==> src/operating_watchdog_map.svh <==
`ifndef OPERATING_WATCHDOG_MAP_SVH
`define OPERATING_WATCHDOG_MAP_SVH

// Counter widths and reset values
`define WDOG_PRESCALE_WIDTH   4
`define WDOG_COUNT_WIDTH      12
`define WDOG_PRESCALE_RESET   4'h0
`define WDOG_COUNT_RESET      12'h000
`define WDOG_RESET_PULSE      4'h8
`define WDOG_PULSE_LAST       4'h1
`define WDOG_PULSE_IDLE       4'h0
`define WDOG_SYNC_RESET       2'h0

`endif

==> src/operating_watchdog_pkg.sv <==
`include "operating_watchdog_map.svh"

package operating_watchdog_pkg;

  typedef enum logic [2:0] {
    ST_RUN   = 3'b001,
    ST_HOLD  = 3'b010,
    ST_RESET = 3'b100
  } wdog_state_e;

  typedef struct packed {
    wdog_state_e                     state;
    logic [1:0]                      hv_sync;
    logic [`WDOG_PRESCALE_WIDTH-1:0] prescale;
    logic [`WDOG_COUNT_WIDTH-1:0]    count;
    logic [3:0]                      pulse_cnt;
    logic                            sys_reset;
  } wdog_regs_s;

endpackage : operating_watchdog_pkg

==> src/operating_watchdog.sv <==
`timescale 1ns/1ps
// Behaviour
// - Free-running counter forces a system reset when it overflows.
// - Disable bit in first system configuration register stops the watchdog.
// - Stop mode gates the doubled oscillator clock and, while running, clears the prescaler.
// - Watchdog held disabled during break while reset pin has test voltage.
module operating_watchdog
  import operating_watchdog_pkg::*;
#(
  parameter int PRESCALE_WIDTH = `WDOG_PRESCALE_WIDTH,
  parameter int COUNT_WIDTH    = `WDOG_COUNT_WIDTH
) (
  input  wire logic i_clk_sys,
  input  wire logic i_reset,
  input  wire logic i_doubled_oscillator_clock_tick,
  input  wire logic i_watchdog_disable_bit,
  input  wire logic i_stop_mode,
  input  wire logic i_break_active,
  input  wire logic i_reset_pin_high_voltage,
  input  wire logic i_watchdog_control_register_write,
  output logic      o_system_reset,
  output logic      o_running
);

  ////////////////////////////////////////////////////////////////////////////
  // Elaboration checks
  ////////////////////////////////////////////////////////////////////////////

  // The state struct takes its widths from the map header, so the
  // parameters can only restate them; anything else is refused here
  initial begin
    if (PRESCALE_WIDTH != `WDOG_PRESCALE_WIDTH) begin
      $error("Watchdog prescaler width must match the map header");
    end
    if (COUNT_WIDTH != `WDOG_COUNT_WIDTH) begin
      $error("Watchdog counter width must match the map header");
    end
    if (PRESCALE_WIDTH < 1) begin
      $error("Watchdog prescaler needs at least one bit");
    end
    if (COUNT_WIDTH < 1) begin
      $error("Watchdog counter needs at least one bit");
    end
    if (`WDOG_RESET_PULSE == `WDOG_PULSE_IDLE) begin
      $error("Watchdog reset pulse must last at least one cycle");
    end
  end

  ////////////////////////////////////////////////////////////////////////////
  // Reset image of the whole state
  ////////////////////////////////////////////////////////////////////////////

  localparam wdog_regs_s REGS_RESET = '{
    state:     ST_RUN,
    hv_sync:   `WDOG_SYNC_RESET,
    prescale:  `WDOG_PRESCALE_RESET,
    count:     `WDOG_COUNT_RESET,
    pulse_cnt: `WDOG_PULSE_IDLE,
    sys_reset: 1'b0
  };

  ////////////////////////////////////////////////////////////////////////////
  // Next-state helpers
  ////////////////////////////////////////////////////////////////////////////

  // Break with test voltage suspends without clearing, so debug can resume
  function automatic logic suspend_now(
    input logic disable_bit,
    input logic break_on,
    input logic hv_seen
  );
    return disable_bit || (break_on && hv_seen);
  endfunction : suspend_now

  // True on the tick that would carry out of both counters
  function automatic logic overflow_due(input wdog_regs_s r);
    return (&r.prescale) && (&r.count);
  endfunction : overflow_due

  // Software service restarts the full period from zero
  function automatic wdog_regs_s clear_counts(input wdog_regs_s r);
    wdog_regs_s c;

    c          = r;
    c.prescale = `WDOG_PRESCALE_RESET;
    c.count    = `WDOG_COUNT_RESET;
    return c;
  endfunction : clear_counts

  // One doubled-oscillator tick: prescaler first, counter on its wrap,
  // and the reset pulse when both are at their top value
  function automatic wdog_regs_s count_tick(input wdog_regs_s r);
    wdog_regs_s c;

    c          = r;
    c.prescale = r.prescale + 1'b1;
    if (overflow_due(r)) begin
      c.state     = ST_RESET;
      c.sys_reset = 1'b1;
      c.pulse_cnt = `WDOG_RESET_PULSE;
      c.count     = `WDOG_COUNT_RESET;
    end else if (&r.prescale) begin
      c.count = r.count + 1'b1;
    end
    return c;
  endfunction : count_tick

  // Running: suspension beats service, service beats stop, stop beats ticks
  function automatic wdog_regs_s run_next(
    input wdog_regs_s r,
    input logic       hold_now,
    input logic       service,
    input logic       stopped,
    input logic       tick
  );
    wdog_regs_s c;

    c = r;
    if (hold_now) begin
      c.state = ST_HOLD;
    end else if (service) begin
      c = clear_counts(r);
    end else if (stopped) begin
      // Stop gates the tick and clears the prescaler; the counter keeps its value
      c.prescale = `WDOG_PRESCALE_RESET;
    end else if (tick) begin
      c = count_tick(r);
    end
    return c;
  endfunction : run_next

  // Held: counts stay frozen, but a service write still clears them
  function automatic wdog_regs_s hold_next(
    input wdog_regs_s r,
    input logic       hold_now,
    input logic       service
  );
    wdog_regs_s c;

    c = r;
    if (service) begin
      c = clear_counts(r);
    end
    if (!hold_now) begin
      c.state = ST_RUN;
    end
    return c;
  endfunction : hold_next

  // The pulse lasts several cycles so that every module of the chip sees it
  function automatic wdog_regs_s pulse_next(input wdog_regs_s r);
    wdog_regs_s c;

    c          = r;
    c.prescale = `WDOG_PRESCALE_RESET;
    if (r.pulse_cnt == `WDOG_PULSE_LAST) begin
      c.sys_reset = 1'b0;
      c.pulse_cnt = `WDOG_PULSE_IDLE;
      c.state     = ST_RUN;
    end else begin
      c.pulse_cnt = r.pulse_cnt - 1'b1;
    end
    return c;
  endfunction : pulse_next

  ////////////////////////////////////////////////////////////////////////////
  // State register
  ////////////////////////////////////////////////////////////////////////////

  wdog_regs_s regs_q;
  wdog_regs_s regs_d;
  logic       suspended;
  logic       tick_en;

  // The voltage detector is asynchronous; only the second stage is read,
  // so a break with test voltage takes effect two cycles late
  assign suspended = suspend_now(i_watchdog_disable_bit, i_break_active, regs_q.hv_sync[1]);
  assign tick_en   = i_doubled_oscillator_clock_tick && !i_stop_mode;

  // The synchroniser shifts in every state, including the reset pulse,
  // so the detector is settled whenever the counting states resume
  always_comb begin
    regs_d         = regs_q;
    regs_d.hv_sync = {regs_q.hv_sync[0], i_reset_pin_high_voltage};
    case (regs_q.state)
      ST_RUN: begin
        regs_d = run_next(regs_d, suspended, i_watchdog_control_register_write, i_stop_mode, tick_en);
      end
      ST_HOLD: begin
        regs_d = hold_next(regs_d, suspended, i_watchdog_control_register_write);
      end
      ST_RESET: begin
        regs_d = pulse_next(regs_d);
      end
      default: begin
        regs_d.state = ST_RUN;
      end
    endcase
  end

  always_ff @(posedge i_clk_sys) begin
    if (i_reset) begin
      regs_q <= REGS_RESET;
    end else begin
      regs_q <= regs_d;
    end
  end

  ////////////////////////////////////////////////////////////////////////////
  // Outputs
  ////////////////////////////////////////////////////////////////////////////

  // o_system_reset comes straight from the state register; o_running is decoded from its registered state field
  assign o_system_reset = regs_q.sys_reset;
  assign o_running      = (regs_q.state == ST_RUN);

endmodule : operating_watchdog

==> config.mk <==
export PLATFORM = sky130hd
export DESIGN_NAME = operating_watchdog
export DESIGN_NICKNAME = d
export VERILOG_FILES = /design/src/operating_watchdog_pkg.sv /design/src/operating_watchdog.sv
export VERILOG_INCLUDE_DIRS = /design/src
export SDC_FILE = /design/constraint.sdc
export NUM_CORES = 1
export LEC_CHECK = 0
export ABC_AREA = 1
export BUFFER_PORTS_ARGS = -buffer_cell sky130_fd_sc_hd__buf_4
export CAP_MARGIN = 20
export CORE_ASPECT_RATIO = 1.25
export CORE_MARGIN = 2
export CORE_UTILIZATION = 55
export CTS_BUF_LIST = sky130_fd_sc_hd__clkbuf_4
export CTS_CLUSTER_DIAMETER = 30
export DETAILED_ROUTE_END_ITERATION = 8
export GPL_ROUTABILITY_DRIVEN = 0
export PLACE_DENSITY = 0.83
export SYNTH_ARGS = -nofsm -noshare
export SYNTH_HDL_FRONTEND = slang
export SYNTH_SLANG_ARGS = --single-unit
==> constraint.sdc <==
create_clock -name i_clk_sys -period 1.7 [get_ports i_clk_sys]
set_input_delay 0.255 -clock i_clk_sys [delete_from_list [all_inputs] [get_ports i_clk_sys]]
set_output_delay 0.255 -clock i_clk_sys [all_outputs]
set_load 0.005 [all_outputs]
# Word-level counts from Yosys, hierarchy flattened
# Cells that the tools add are included.
# word_totals
reg_bits	26
elab_cells	64
# op_classes
muxes	18
bitwise	2
reduce_logical	15
n_addsub	3
n_eq_ne	20
# ops
operator	n
$pmux W23 S3	1
$mux W26	2
$mux W12	2
$mux W23	1
$mux W21	1
$mux W17	1
$reduce_and A7 Y1	2
$add A12 B1 Y12 const B	1
$mux W3	4
$ne A2 B2 Y1 const B	6
$reduce_and A12 Y1	1
$mux W5	2
$ne A3 B2 Y1 const B	3
$pmux W3 S3	1
$mux W4	2
$reduce_and A4 Y1	2
$reduce_and A8 Y1	1
$ne A3 B1 Y1 const B	2
$reduce_and A6 Y1	1
$add A4 B1 Y4 const B	1
$eq A4 B1 Y1 const B	1
$ne A2 B1 Y1 const B	2
$ne A4 B2 Y1 const B	1
$ne A4 B3 Y1 const B	1
other kinds (12)	16

# Logic depth before layout (Yosys ltp)
# logic_depth
depth_word	8
mapped_depth	12
mapped_depth_nobuf	12

# Least setup slack after synthesis
# OpenSTA, ideal clock, no wires.
# synth_timing
path_type	register -> register
start	register regs_q[5] in the netlist's numbering
end	register regs_q[12] in the netlist's numbering
period_less_slack_ns	1.449
setup_time_ns	0.113
path_stages_with_launch	11
required_time_ns	1.587
slack_ns	0.251
path_buffers	0
t_arrival_ns	1.336
cell_sequence	dfxtp_1 > ha_1 > nand3_1 > nor2_1 > nand2_1 > nand2_1 > nand2_1 > nand2_1 > inv_2 > nand2_1 > nor2_1
# synth_via
elab_chain_len	8
# synth_lines
item	line	text
start, declared	operating_watchdog.sv:170	wdog_regs_s regs_q;
start signal, assigned	operating_watchdog.sv:205	regs_q <= regs_d;
$add A12 B1 Y12 / $reduce_and A12 Y1 (equally long branches)	operating_watchdog.sv:103, operating_watchdog.sv:77	
$mux W12 / $logic_and A1 B1 Y1 (equally long branches)	operating_watchdog.sv:102, operating_watchdog.sv:77	
$mux W12	operating_watchdog.sv:97	if (overflow_due(r)) begin
$mux W26	operating_watchdog.sv:126	end else if (tick) begin
$mux W17	operating_watchdog.sv:123	end else if (stopped) begin
$mux W26	operating_watchdog.sv:121	end else if (service) begin
$mux W23	operating_watchdog.sv:119	if (hold_now) begin
$pmux W23 S3	operating_watchdog.sv:185	case (regs_q.state)
# Several ways; a longest one is shown, not always the timed one. The select of a mux whose other input is x is not followed.
# A chain may end at the register's enable or synchronous reset.

# Final worst setup path
# layout_timing
start	register regs_q[18] in the netlist's numbering
end	register regs_q[16] in the netlist's numbering
# layout_via
elab_chain_len	8
# layout_lines
item	line	text
$reduce_and A4 Y1 (*)	operating_watchdog.sv:77, operating_watchdog.sv:102	
$logic_and A1 B1 Y1	operating_watchdog.sv:77	return (&r.prescale) && (&r.count);
$mux W12	operating_watchdog.sv:97	
$mux W26	operating_watchdog.sv:126	
$mux W17	operating_watchdog.sv:123	
$mux W26	operating_watchdog.sv:121	
$mux W23	operating_watchdog.sv:119	
$pmux W23 S3	operating_watchdog.sv:185	
# Every way passes the cells marked *; elsewhere a longest branch is shown, timed or not. The select of a mux whose other input is x is not followed.

==> results.cfg <==
[status]
status = finished, final reports clean

[min_path]
holdCritPathClass = input pin to flop

[grt]
grt_antenna_before_repair = 0
grt_overflow = 0
pin_count_of_the_biggest_net_entering_global_routing = 15
grt_pass1_wl_um = 5440
grt_util_all_layers = 0.215
grt_pass1_vias = 1404

[drt]
route.antenna.remaining_nets = 0
wl_met1_um = 1370
route.top_layer_used = met4
route.final.wire_length_um = 3110
detailroute.wirelength.met3_um = 60
vias_per_cell = 5.07
first_pass_detailed_route_iteration_total = 4
num_vias = 1506
drt-initial-drc-count = 36
remaining_drc_errors = 0
wl_per_cell_um = 10.5
met2_wirelength_um = 1630

[critical_path]
timing.setup.critical_path_class = flop to flop
critical_path_required_ns = 1.93
critPathSlowestCell = dfxtp_1
path_cells = ha_1, nand3_1, nor2_1, nor2_1, nor2_4, buf_4, nand3_1, nand2_1, nor2_1
biggest_cell_delay_along_the_critical_path_ns = 0.40
path_common_cell = nor2_1
critical_path.startpoint_type = flop
critical_path_arrival_ns = 1.79
worst-path-max-fanout = 9
worst_setup_path_end_kind = flop

[clock_network]
clock_tree_buf_depth = 2
clock_latency_late_sink_ns = 0.32
clock_tree.htree_level_count = 1
tritoncts = built
ctsRootBufferMaster = clkbuf_4
tritoncts_num_sinks = 26
cts.clk_slew.worst_paths_ns = 0.14
tritoncts.num_buffers = 3
cts-hold-fix-buffers = 0

[sta]
fin_tns_setup_ns = 0
setup_viol_count_final = 0
tightest_slew_ns = 0.310
report.final.slew_viol_count = 0
finalHoldViolations = 0
postLayoutSetupSlackWorst_ns = 0.133
worst_slew_margin_rel = 0.792
finalClockSkew_ns = 0.00826
clock.fmax_ghz = 0.638
min_period_over_period = 0.922
period_minus_slack_ns = 1.57

[placement]
buffer_ports.inserted = 9
hpwl_um = 2450
place_ws_ns = 0.0960

[run]
maximum_capacitance_violations = 0

[logic_synthesis]
synth-async-reset-ratio = 0
synth-seq-area-share = 0.340
post_synth_main_area_contributors = dfxtp_1 34%, nand2_1 16%, nor2_1 12%
netlist_area_sq_um = 1530
synth_top_area_frac = 0.340
ys_seq_elements = 26
synthDominantAreaCellType = dfxtp_1
synth-edff-count = 0
post_synth_num_cell_types = 26
most_frequently_used_flop_master_after_synthesis = dfxtp_1
synthesis.yosys.warnings = 0
synthCells = 249
mapped_nets = 261
post-synth-top-count-cell = nand2_1
post_synth_most_frequent_cells = 66 x nand2_1, 48 x nor2_1, 31 x inv_1, 27 x nand3_1, 26 x dfxtp_1
mapped_avg_cell_area_sq_um = 6.14

[power_and_ir_drop]
power_density_nw_per_um2 = 781
cellLeakagePower_nw = 0.805
ir_worst_vdd_mv = 0.553

[floorplanning]
fp-row-count = 21
fp.dieW_um = 51.2
io-pin-count = 10
fp.coreArea_sq_um = 2650
floorplan.die_area_sq_um = 3220
floorplan.initialDensity = 0.576
chipHeight_um = 63.0

[final_layout]
nNetsFinal = 276
synthToLayoutAreaGrowth_pct = 11.2
antenna-diode-count = 0
post-route-util = 0.641
layout-drive-gt1-share = 0.137
[layout by cell type, fill, tap and decap left out]
| cell type | Yosys | routed |
|---|---|---|
| nand2_1 | 66 | 65 |
| nor2_1 | 48 | 46 |
| inv_1 | 31 | 31 |
| nand3_1 | 27 | 25 |
| dfxtp_1 | 26 | 24 |
| buf_4 | 0 | 13 |
| a21oi_1 | 10 | 10 |
| inv_2 | 6 | 6 |
| nor3_1 | 5 | 5 |
| nand3_2 | 2 | 4 |
| o21ai_0 | 5 | 4 |
| ha_1 | 4 | 4 |
| nand4_1 | 3 | 3 |
| clkbuf_4 | 0 | 3 |
| nor3_2 | 2 | 2 |
| nand2_2 | 1 | 2 |
| clkinv_1 | 1 | 2 |
| nor2_2 | 1 | 2 |
| xor2_1 | 2 | 2 |
| o21ai_1 | 1 | 2 |
| dfxtp_2 | 0 | 2 |
| nor2_4 | 0 | 1 |
| a21o_1 | 1 | 1 |
| xnor2_1 | 1 | 1 |
| or2_2 | 1 | 1 |
| o311ai_0 | 1 | 1 |
| o211ai_1 | 1 | 1 |
[repair_timing]
| action | in CTS | in global routing |
|---|---|---|
| endpoints found under the hold margin | 0 | 0 |
| buffers inserted | 0 | 0 |
| setup endpoints to repair | 0 | 17 |
| gates resized for setup | 0 | 9 |
[worst max-delay path: cells and delay by family, from the launching register on]
family                     cells  cell delay [ns]
adders and majority gates      1             0.19
buffers and inverters          1             0.19
DFF                            1             0.40
and+or+nand+nor                7             0.68
[power by group]
| part | internal, mW | switching [mW] |
|---|---|---|
| combinational | 0.136 | 0.236 |
| sequential | 0.653 | 0.0392 |
| clock | 0.0860 | 0.179 |
| total | 0.874 | 0.454 |
[sequential cells by signal (all words and copies together), names as in the netlist]
register        cells
o_system_reset      1
regs_q             25
[area by class of cell]
type                    instances  area, sq um
fillers                       265          953
multi-input cells             182          868
flip-flops and latches         26          523
inverters                      38          143
repair buffers                 13         97.6
well taps                      34         42.5
clock buffers                   3         22.5
clock inverters                 1         3.75
[through the flow]
step | cell area, sq um | hold WS [ns] | instances | power (mW)
6_report | 1700 | 0.135 | 297 | 1.33
5_1_grt | 1700 | 0.131 | 297 | 1.42
4_1_cts | 1680 | 0.124 | 297 | 1.32
3_5_place_dp | 1650 | 0.395 | 293 | 1.06
3_3_place_gp | 1650 | 0.389 | 293 | 1.05
2_1_floorplan | 1530 | 0.324 | 249 | 0.964
[routing by layer]
metal,GRT usage,vias up
met4,0.0980,0
met1,0.248,669
met2,0.383,22
met5,0,-
li1,-,809
met3,0.0263,6
[worst paths after layout]
path	to	from	cells after the start	slack, ns
worst min-delay path	regs_q[21]	i_reset_pin_high_voltage	3	0.13
worst min register to register	regs_q[22]	regs_q[21]	2	0.41
worst max-delay path	regs_q[16]	regs_q[18]	9	0.13
worst max register to register	regs_q[16]	regs_q[18]	9	0.13
[kinds of logic (layout without fill, tap and decap cells)]
kind of cell               Yosys count  after routing  share of synthesized area
and+or+nand+nor                    156            156                      0.435
buffers and inverters               41             55                      0.106
DFF                                 26             26                      0.340
AOI/OAI and AO/OA                   19             19                     0.0679
adders and majority gates            4              4                     0.0327
xor gates and xnor gates             3              3                     0.0172
No activity file was read; power rests on OpenSTA's default activity.
